`src/pkg/adcwin_pkg.sv`:
```
package adcwin_pkg;

  // ==================================================================
  // register map
  localparam logic [7:0] ADDR_WINCMP   = 8'h08;
  localparam logic [7:0] ADDR_TRIGGER  = 8'h0c;
  localparam logic [7:0] ADDR_INPUT    = 8'h10;
  localparam logic [7:0] ADDR_CONFIG   = 8'h14;
  localparam logic [7:0] ADDR_THRESH   = 8'h18;
  localparam logic [7:0] ADDR_STATUS   = 8'h1c;

  // ==================================================================
  // field layout
  localparam int WIN_MODE_W   = 3;
  localparam int TRIG_FLUSH   = 0;
  localparam int TRIG_START   = 1;
  localparam int POS_LSB      = 0;
  localparam int NEG_LSB      = 8;
  localparam int SCAN_LSB     = 16;
  localparam int OFFS_LSB     = 20;
  localparam int GAIN_LSB     = 24;
  localparam int CFG_CONTIN   = 0;
  localparam int CFG_WINEO    = 1;
  localparam int THR_LO_LSB   = 0;
  localparam int THR_HI_LSB   = 16;

  // writable masks, reserved bits read zero
  localparam logic [31:0] MASK_WINCMP  = 32'h0000_0007;
  localparam logic [31:0] MASK_INPUT   = 32'h0fff_1f1f;
  localparam logic [31:0] MASK_CONFIG  = 32'h0000_0003;
  localparam logic [31:0] RESET_WORD   = 32'h0000_0000;

  // ==================================================================
  // encodings
  localparam logic [2:0] WIN_OFF   = 3'h0;
  localparam logic [2:0] WIN_ABOVE = 3'h1;
  localparam logic [2:0] WIN_BELOW = 3'h2;
  localparam logic [2:0] WIN_IN    = 3'h3;
  localparam logic [2:0] WIN_OUT   = 3'h4;

  localparam logic [3:0] GAIN_X16  = 4'h4;
  localparam logic [3:0] GAIN_HALF = 4'hf;
  localparam logic [4:0] POS_PIN_MAX = 5'h13;
  localparam logic [4:0] POS_INT_LO  = 5'h18;
  localparam logic [4:0] POS_INT_HI  = 5'h1c;
  localparam logic [4:0] NEG_PIN_MAX = 5'h07;
  localparam logic [4:0] NEG_GND     = 5'h18;
  localparam logic [4:0] NEG_IOGND   = 5'h19;

  // ==================================================================
  // timing
  localparam int FLUSH_CYCLES = 2;

  typedef enum logic [3:0] {
    ADCWIN_IDLE  = 4'b0001,
    ADCWIN_CONV  = 4'b0010,
    ADCWIN_FLUSH = 4'b0100,
    ADCWIN_RESUM = 4'b1000
  } adcwin_state_t;

endpackage

```
`src/hdl/adcwin_ctrl.sv`:
```
`timescale 1ns/1ps
// What this block does
// - reserved register bits always read zero
// - window mode zero disables; codes 5-7 reserved
// - mode 1 flags result above lower
// - mode 2 flags result below upper
// - mode 3 flags result strictly inside window
// - mode 4 flags result outside window
// - start bit begins conversion, clears when started
// - zero writes do nothing; a start written mid-conversion queues one more
// - flush restarts converter clock, aborts conversions
// - flush bit stays set until flush done
// - after flush, pending request starts new conversion
// - gain field coding, reserved codes flagged
// - scan active when channel count nonzero
// - first conversion uses base plus offset
// - offset increments after each conversion
// - scan covers count plus one inputs
// - negative select pins, ground codes, reserved
// - registers write-protected and write-synchronized
// - positive select pins and internal sources
// - window hit emits event when enabled
// - continuous mode restarts after each conversion
module adcwin_ctrl (
  // clock and reset
  input  wire logic        clk_sys,
  input  wire logic        reset,
  // register port
  input  wire logic [7:0]  reg_addr,
  input  wire logic [31:0] reg_wdata,
  input  wire logic        reg_wr,
  input  wire logic        reg_rd,
  output logic      [31:0] reg_rdata,
  // write protection from the system
  input  wire logic        write_protect,
  // converter core
  output logic             conv_start,
  output logic             conv_flush,
  input  wire logic        conv_done,
  input  wire logic [15:0] conv_result,
  output logic      [4:0]  mux_pos,
  output logic      [4:0]  mux_neg,
  output logic      [3:0]  gain_code,
  output logic             sel_invalid,
  // events
  output logic             window_hit_event
);

  // ==================================================================
  // state names from the package
  typedef adcwin_pkg::adcwin_state_t adcwin_state_t;
  localparam adcwin_state_t ADCWIN_IDLE  = adcwin_pkg::ADCWIN_IDLE;
  localparam adcwin_state_t ADCWIN_CONV  = adcwin_pkg::ADCWIN_CONV;
  localparam adcwin_state_t ADCWIN_FLUSH = adcwin_pkg::ADCWIN_FLUSH;
  localparam adcwin_state_t ADCWIN_RESUM = adcwin_pkg::ADCWIN_RESUM;

  // ==================================================================
  // registers
  logic [2:0]  win_mode_ff;
  logic [1:0]  trig_ff;
  logic [31:0] input_ff;
  logic [1:0]  config_ff;
  logic [31:0] thresh_ff;
  logic [31:0] reg_rdata_ff;
  logic        pending_ff;
  logic [1:0]  flush_cnt_ff;
  logic        conv_start_ff;
  logic        event_ff;
  logic        busy_sync_ff;
  adcwin_state_t state_ff;
  adcwin_state_t nxt_state;

  logic        wr_ok;
  logic        hit;
  logic        flush_req;
  logic [3:0]  offset;
  logic [3:0]  scan_cnt;
  logic [4:0]  pos_base;
  logic        gain_bad;
  logic        neg_bad;
  logic        pos_bad;

  // ==================================================================
  // helpers
  function automatic logic window_check(input logic [2:0] mode, input logic [15:0] v,
                                        input logic [15:0] lo, input logic [15:0] hi);
    logic in_win;
    in_win = (v > lo) && (v < hi);
    case (mode)
      adcwin_pkg::WIN_ABOVE: window_check = v > lo;
      adcwin_pkg::WIN_BELOW: window_check = v < hi;
      adcwin_pkg::WIN_IN:    window_check = in_win;
      adcwin_pkg::WIN_OUT:   window_check = !in_win;
      default:               window_check = 1'b0;
    endcase
  endfunction

  function automatic logic wr_hit(input logic [7:0] a);
    wr_hit = reg_wr && wr_ok && (reg_addr == a);
  endfunction

  assign wr_ok = !write_protect;

  assign offset   = input_ff[adcwin_pkg::OFFS_LSB +: 4];
  assign scan_cnt = input_ff[adcwin_pkg::SCAN_LSB +: 4];
  assign pos_base = input_ff[adcwin_pkg::POS_LSB +: 5];
  // flush writes during a running flush only set the bit; resume clears it
  assign flush_req = wr_hit(adcwin_pkg::ADDR_TRIGGER) && reg_wdata[adcwin_pkg::TRIG_FLUSH];

  // ==================================================================
  // window control
  always_ff @(posedge clk_sys or posedge reset) begin
    if (reset) begin
      win_mode_ff <= adcwin_pkg::WIN_OFF;
    end else if (wr_hit(adcwin_pkg::ADDR_WINCMP)) begin
      win_mode_ff <= reg_wdata[adcwin_pkg::WIN_MODE_W-1:0];
    end
  end

  // ==================================================================
  // config and thresholds
  always_ff @(posedge clk_sys or posedge reset) begin
    if (reset) begin
      config_ff <= '0;
      thresh_ff <= adcwin_pkg::RESET_WORD;
    end else begin
      if (wr_hit(adcwin_pkg::ADDR_CONFIG)) begin
        config_ff <= reg_wdata[1:0];
      end
      if (wr_hit(adcwin_pkg::ADDR_THRESH)) begin
        thresh_ff <= reg_wdata;
      end
    end
  end

  // ==================================================================
  // input control with scan offset
  // limitation: a software write during a conversion overwrites the offset
  always_ff @(posedge clk_sys or posedge reset) begin
    if (reset) begin
      input_ff <= adcwin_pkg::RESET_WORD;
    end else if (wr_hit(adcwin_pkg::ADDR_INPUT)) begin
      input_ff <= reg_wdata & adcwin_pkg::MASK_INPUT;
    end else if (conv_done && state_ff == ADCWIN_CONV && !flush_req && scan_cnt != 4'h0) begin
      if (offset >= scan_cnt) begin
        input_ff[adcwin_pkg::OFFS_LSB +: 4] <= 4'h0;
      end else begin
        input_ff[adcwin_pkg::OFFS_LSB +: 4] <= offset + 4'h1;
      end
    end
  end

  // positive input is base plus offset
  assign mux_pos   = pos_base + {1'b0, offset};
  assign mux_neg   = input_ff[adcwin_pkg::NEG_LSB +: 5];
  assign gain_code = input_ff[adcwin_pkg::GAIN_LSB +: 4];

  // gain codes 5 to 14 reserved
  assign gain_bad = (gain_code > adcwin_pkg::GAIN_X16) && (gain_code != adcwin_pkg::GAIN_HALF);
  // negative codes beside pins and grounds
  assign neg_bad  = (mux_neg > adcwin_pkg::NEG_PIN_MAX) && (mux_neg != adcwin_pkg::NEG_GND)
                 && (mux_neg != adcwin_pkg::NEG_IOGND);
  assign pos_bad  = ((mux_pos > adcwin_pkg::POS_PIN_MAX) && (mux_pos < adcwin_pkg::POS_INT_LO))
                 || (mux_pos > adcwin_pkg::POS_INT_HI);
  assign sel_invalid = gain_bad || neg_bad || pos_bad;

  // ==================================================================
  // conversion sequencer
  always_comb begin
    nxt_state = state_ff;
    case (state_ff)
      ADCWIN_IDLE: begin
        if (flush_req) begin
          nxt_state = ADCWIN_FLUSH;
        end else if (trig_ff[adcwin_pkg::TRIG_START]) begin
          nxt_state = ADCWIN_CONV;
        end
      end
      ADCWIN_CONV: begin
        if (flush_req) begin
          nxt_state = ADCWIN_FLUSH;
        end else if (conv_done) begin
          nxt_state = ADCWIN_IDLE;
        end
      end
      ADCWIN_FLUSH: begin
        if (flush_cnt_ff == 2'(adcwin_pkg::FLUSH_CYCLES - 1)) begin
          nxt_state = ADCWIN_RESUM;
        end
      end
      ADCWIN_RESUM: begin
        nxt_state = ADCWIN_IDLE;
      end
      default: nxt_state = ADCWIN_IDLE;
    endcase
  end

  always_ff @(posedge clk_sys or posedge reset) begin
    if (reset) begin
      state_ff <= ADCWIN_IDLE;
    end else begin
      state_ff <= nxt_state;
    end
  end

  always_ff @(posedge clk_sys or posedge reset) begin
    if (reset) begin
      flush_cnt_ff <= '0;
    end else if (state_ff == ADCWIN_FLUSH) begin
      flush_cnt_ff <= flush_cnt_ff + 2'h1;
    end else begin
      flush_cnt_ff <= '0;
    end
  end

  // pending request survives a flush
  always_ff @(posedge clk_sys or posedge reset) begin
    if (reset) begin
      pending_ff <= 1'b0;
    end else if (flush_req && state_ff == ADCWIN_CONV) begin
      pending_ff <= 1'b1;
    end else if (state_ff == ADCWIN_RESUM) begin
      pending_ff <= 1'b0;
    end
  end

  // ==================================================================
  // software trigger bits
  always_ff @(posedge clk_sys or posedge reset) begin
    if (reset) begin
      trig_ff <= 2'b00;
    end else begin
      if (state_ff == ADCWIN_IDLE && nxt_state == ADCWIN_CONV) begin
        trig_ff[adcwin_pkg::TRIG_START] <= 1'b0;
      end
      if (state_ff == ADCWIN_CONV && conv_done && !flush_req
          && config_ff[adcwin_pkg::CFG_CONTIN]) begin
        trig_ff[adcwin_pkg::TRIG_START] <= 1'b1;
      end
      if (state_ff == ADCWIN_RESUM && pending_ff) begin
        trig_ff[adcwin_pkg::TRIG_START] <= 1'b1;
      end
      if (state_ff == ADCWIN_RESUM) begin
        trig_ff[adcwin_pkg::TRIG_FLUSH] <= 1'b0;
      end
      // only ones take effect; set wins
      if (wr_hit(adcwin_pkg::ADDR_TRIGGER)) begin
        if (reg_wdata[adcwin_pkg::TRIG_START]) begin
          trig_ff[adcwin_pkg::TRIG_START] <= 1'b1;
        end
        if (reg_wdata[adcwin_pkg::TRIG_FLUSH]) begin
          trig_ff[adcwin_pkg::TRIG_FLUSH] <= 1'b1;
        end
      end
    end
  end

  always_ff @(posedge clk_sys or posedge reset) begin
    if (reset) begin
      conv_start_ff <= 1'b0;
    end else begin
      // registered so the core sees a clean one-cycle pulse
      conv_start_ff <= (state_ff == ADCWIN_IDLE) && (nxt_state == ADCWIN_CONV);
    end
  end

  assign conv_start = conv_start_ff;
  assign conv_flush = (state_ff == ADCWIN_FLUSH);

  // ==================================================================
  // window monitor
  // trade-off: plain unsigned compare; signed results need sign folding
  // evaluated only on a completed result
  assign hit = conv_done && (state_ff == ADCWIN_CONV) && !flush_req
            && window_check(win_mode_ff, conv_result,
                            thresh_ff[adcwin_pkg::THR_LO_LSB +: 16],
                            thresh_ff[adcwin_pkg::THR_HI_LSB +: 16]);

  always_ff @(posedge clk_sys or posedge reset) begin
    if (reset) begin
      event_ff <= 1'b0;
    end else begin
      event_ff <= hit && config_ff[adcwin_pkg::CFG_WINEO];
    end
  end

  assign window_hit_event = event_ff;

  // ==================================================================
  // status of sequencer
  always_ff @(posedge clk_sys or posedge reset) begin
    if (reset) begin
      busy_sync_ff <= 1'b0;
    end else begin
      busy_sync_ff <= (state_ff != ADCWIN_IDLE) || (trig_ff != 2'b00);
    end
  end

  // ==================================================================
  // read port, one cycle latency
  // data are zero outside the answer cycle so bus or-ing stays safe
  always_ff @(posedge clk_sys or posedge reset) begin
    if (reset) begin
      reg_rdata_ff <= adcwin_pkg::RESET_WORD;
    end else if (reg_rd) begin
      case (reg_addr)
        adcwin_pkg::ADDR_WINCMP:  reg_rdata_ff <= {29'h0, win_mode_ff};
        adcwin_pkg::ADDR_TRIGGER: reg_rdata_ff <= {30'h0, trig_ff};
        adcwin_pkg::ADDR_INPUT:   reg_rdata_ff <= input_ff;
        adcwin_pkg::ADDR_CONFIG:  reg_rdata_ff <= {30'h0, config_ff};
        adcwin_pkg::ADDR_THRESH:  reg_rdata_ff <= thresh_ff;
        adcwin_pkg::ADDR_STATUS:  reg_rdata_ff <= {26'h0, sel_invalid, busy_sync_ff,
                                                   state_ff};
        default:                  reg_rdata_ff <= adcwin_pkg::RESET_WORD;
      endcase
    end else begin
      reg_rdata_ff <= adcwin_pkg::RESET_WORD;
    end
  end

  assign reg_rdata = reg_rdata_ff;

endmodule

```
`config.mk`:
```
export PLATFORM = sky130hd
export DESIGN_NAME = adcwin_ctrl
export DESIGN_NICKNAME = d
export VERILOG_FILES = /design/src/pkg/adcwin_pkg.sv /design/src/hdl/adcwin_ctrl.sv
export SDC_FILE = /design/constraint.sdc
export NUM_CORES = 1
export LEC_CHECK = 0
export BUFFER_PORTS_ARGS = -buffer_cell sky130_fd_sc_hd__buf_2
export CORE_UTILIZATION = 55
export DETAILED_ROUTE_END_ITERATION = 16
export PLACE_DENSITY = 0.8
export SYNTH_ARGS = -nofsm -noshare
export SYNTH_HDL_FRONTEND = slang
export SYNTH_SLANG_ARGS = --single-unit
```
`constraint.sdc`:
```
create_clock -name clk_sys -period 4.2 [get_ports clk_sys]
set_input_delay 0.42 -clock clk_sys [delete_from_list [all_inputs] [get_ports clk_sys]]
set_output_delay 0.42 -clock clk_sys [all_outputs]
set_load 0.02 [all_outputs]
```
==> reports/summary.txt <==
Final Max Tran Viols - 0
vias in the first global route - 4213
sequential area share after synthesis - 48.6%
Post-Place Cell Area - 5930 um2
crit path capture type - output pin
sw frac - 26.4%
crit path max fanout - 7
core area - 9280 um2
Avg WL per Cell - 16.7 um
yosys warns - 0
# setup viols final - 0
Tcrit/Tclk final - 74.9%
Vias - 4281
largest cells by area after synthesis - dfrtp_1, ha_1, o21ai_0
Syn Nets - 629
hold slack - 0.237 ns
Comb pwr share - 10.6%
Post-synth top cells - dfrtp_1, nand2_1, o21ai_0, inv_1
CP required - 3.78 ns
routed wire length - 12600 um
clk root buf - clkbuf_8
clk buf depth - 2
RSZ-0062 raised after global routing - no
post-synthesis register bit count - 103
Peak VDD IR - 0.129 mV
Synth Cell Area - 5310 um2
residual DRC count - 0
crit start category - register
Worst Setup Path Type - reg2out
# diodes - 0
Clk network pwr share - 31.0%
Layout Skew - 0.0114 ns
Final Cell Area - 6090 um2
count of max-cap constraint violations - 0
Syn Area/Cell - 10.1 um2
Worst EP arrival - 2.73 ns
Overflow after GRT - 0
post-synthesis cell count - 525
Post-CTS Setup Bufs - 0
H-tree levels - 3
outcome - finished clean
IO buf count - 111
Vias/cell - 5.67
Synth top area share - 48.1%
non-filler instance count after layout - 755
P per Cell Area - 291 nW/um2
fmax - 0.318 GHz
HP Class - in2async
Sw Pwr - 0.468 mW
Async SR Flop Fraction - 100%
Pwr Total - 1.77 mW
cts repair resizes - 0
Initial Utilization - 57.2%
hold_buf cts - 0
Final ANT Viol Nets - 0
Inst Count DP - 739
drt pass-1 iters - 5
die area - 10100 um2
cts bufs inserted - 9
RePlAce Congestion - 0.901
Power Internal - 1.31 mW
post-synth top area cell - dfrtp_1
crit path setup slack, layout - 1.05 ns
register share of total power - 58.4%
endpoints failing hold - 0
Worst-Margin Slew - 1.05 ns
Slew headroom - 30.2%
CTS tree - built
Initial DRC Count - 249
Synth-to-Final Area Change - 14.8%
layout cells sized above 1 - 25.9%
I/O pin total - 112
die width - 100 um
Clock transition at path regs - 0.09 ns
Post-synth EDFFs - 0
Yosys cell types - 55
dominant synthesized flop cell - dfrtp_1
gr usage total - 27.0%
Setup WS pre-CTS - 1.15 ns
Clock Sinks - 103
setup TNS - 0 ns
most frequent cell after synthesis - dfrtp_1
clock latency on the worst-skew pair - 0.38 ns
initial antenna violation count - 0
Leakage - 3.20 nW
largest net degree at the start of global routing - 75
Die Ht - 100 um
Detailed Place HPWL - 9600 um
Rows - 35
Final min period - 3.15 ns
first-pass GRT wire length - 20800 um
Nets - 725
fin util - 65.6%
cells in the final DEF, fill, tap and decap left out, types with 6 or more instances in the layout:
cell      instances
mux2_2           20
nand2_1          58
nand4_1           6
inv_1            44
a22oi_1          23
o21ai_0          47
a21oi_1          19
buf_2           111
nand3_1          10
ha_1             41
nor2_1           41
and3_1           10
clkbuf_8          9
buf_4             6
dfrtp_1         102
sequential cells by signal, summed over array words and instances, names as in the netlist:
name / count
reg_rdata: 32
config_ff: 2
busy_sync_ff: 1
flush_cnt_ff: 2
window_hit_event: 1
input_ff: 22
trig_ff: 2
state_ff: 4
conv_start: 1
thresh_ff: 32
win_mode_ff: 3
pending_ff: 1
path summary, 6_finish.rpt:
| check | startpoint | endpoint | slack [ns] | cells after the start |
|---|---|---|---|---|
| max | input_ff[20] | sel_invalid | 1.05 | 8 |
| min | reset | reg_rdata[8] | 0.24 | 2 |
| max reg2reg | thresh_ff[17] | window_hit_event | 1.57 | 8 |
| min reg2reg | flush_cnt_ff[0] | flush_cnt_ff[0] | 0.44 | 1 |
| max in group asynchronous | reset | thresh_ff[0] | 3.05 | 3 |
| min in group clk_sys | reg_wdata[29] | thresh_ff[29] | 0.25 | 3 |
cell families after synthesis:
kind of cell | after synthesis | share of synthesized area, %
compound gates | 115 | 13.6
xor+xnor | 6 | 0.990
fa+ha+maj | 42 | 10.0
buf+inv | 77 | 6.22
flops | 103 | 48.6
mux | 26 | 5.61
simple gates | 156 | 15.0
layout make-up:
| cell class | count | area (um2) |
|---|---|---|
| clock buffers | 12 | 135 |
| clock inverters | 4 | 31.3 |
| well taps | 129 | 161 |
| multi-input cells | 345 | 2420 |
| repair buffers | 117 | 601 |
| fillers | 778 | 3190 |
| inverters | 45 | 171 |
| flip-flops and latches | 103 | 2580 |
power groups by stage:
stage / logic (mW) / registers (mW) / clock network (mW)
global placement: 0.179 / 1.05 / 0
floorplan: 0.114 / 1.05 / 0
CTS: 0.189 / 1.04 / 0.557
detailed placement: 0.187 / 1.06 / 0
global route: 0.212 / 1.04 / 0.602
finish: 0.188 / 1.04 / 0.549
layer usage:
| layer | up-vias | part of all wire (%) | GRT usage [%] |
|---|---|---|---|
| li1 | 2019 | - | - |
| met1 | 2095 | 43 | 36.6 |
| met2 | 147 | 48 | 43.5 |
| met3 | 20 | 6.3 | 4.94 |
| met4 | 0 | 2.3 | 9.92 |
| met5 | - | 0 | 0 |
critical path, cell delays in order (launching register included):
cell,delay (ns)
dfrtp_1,0.48
ha_1,0.25
fa_1,0.41
a21o_1,0.21
a21oi_1,0.18
xnor2_1,0.16
o311ai_0,0.22
o2111ai_1,0.21
buf_2,0.24
(Power assumes the default switching activity.)
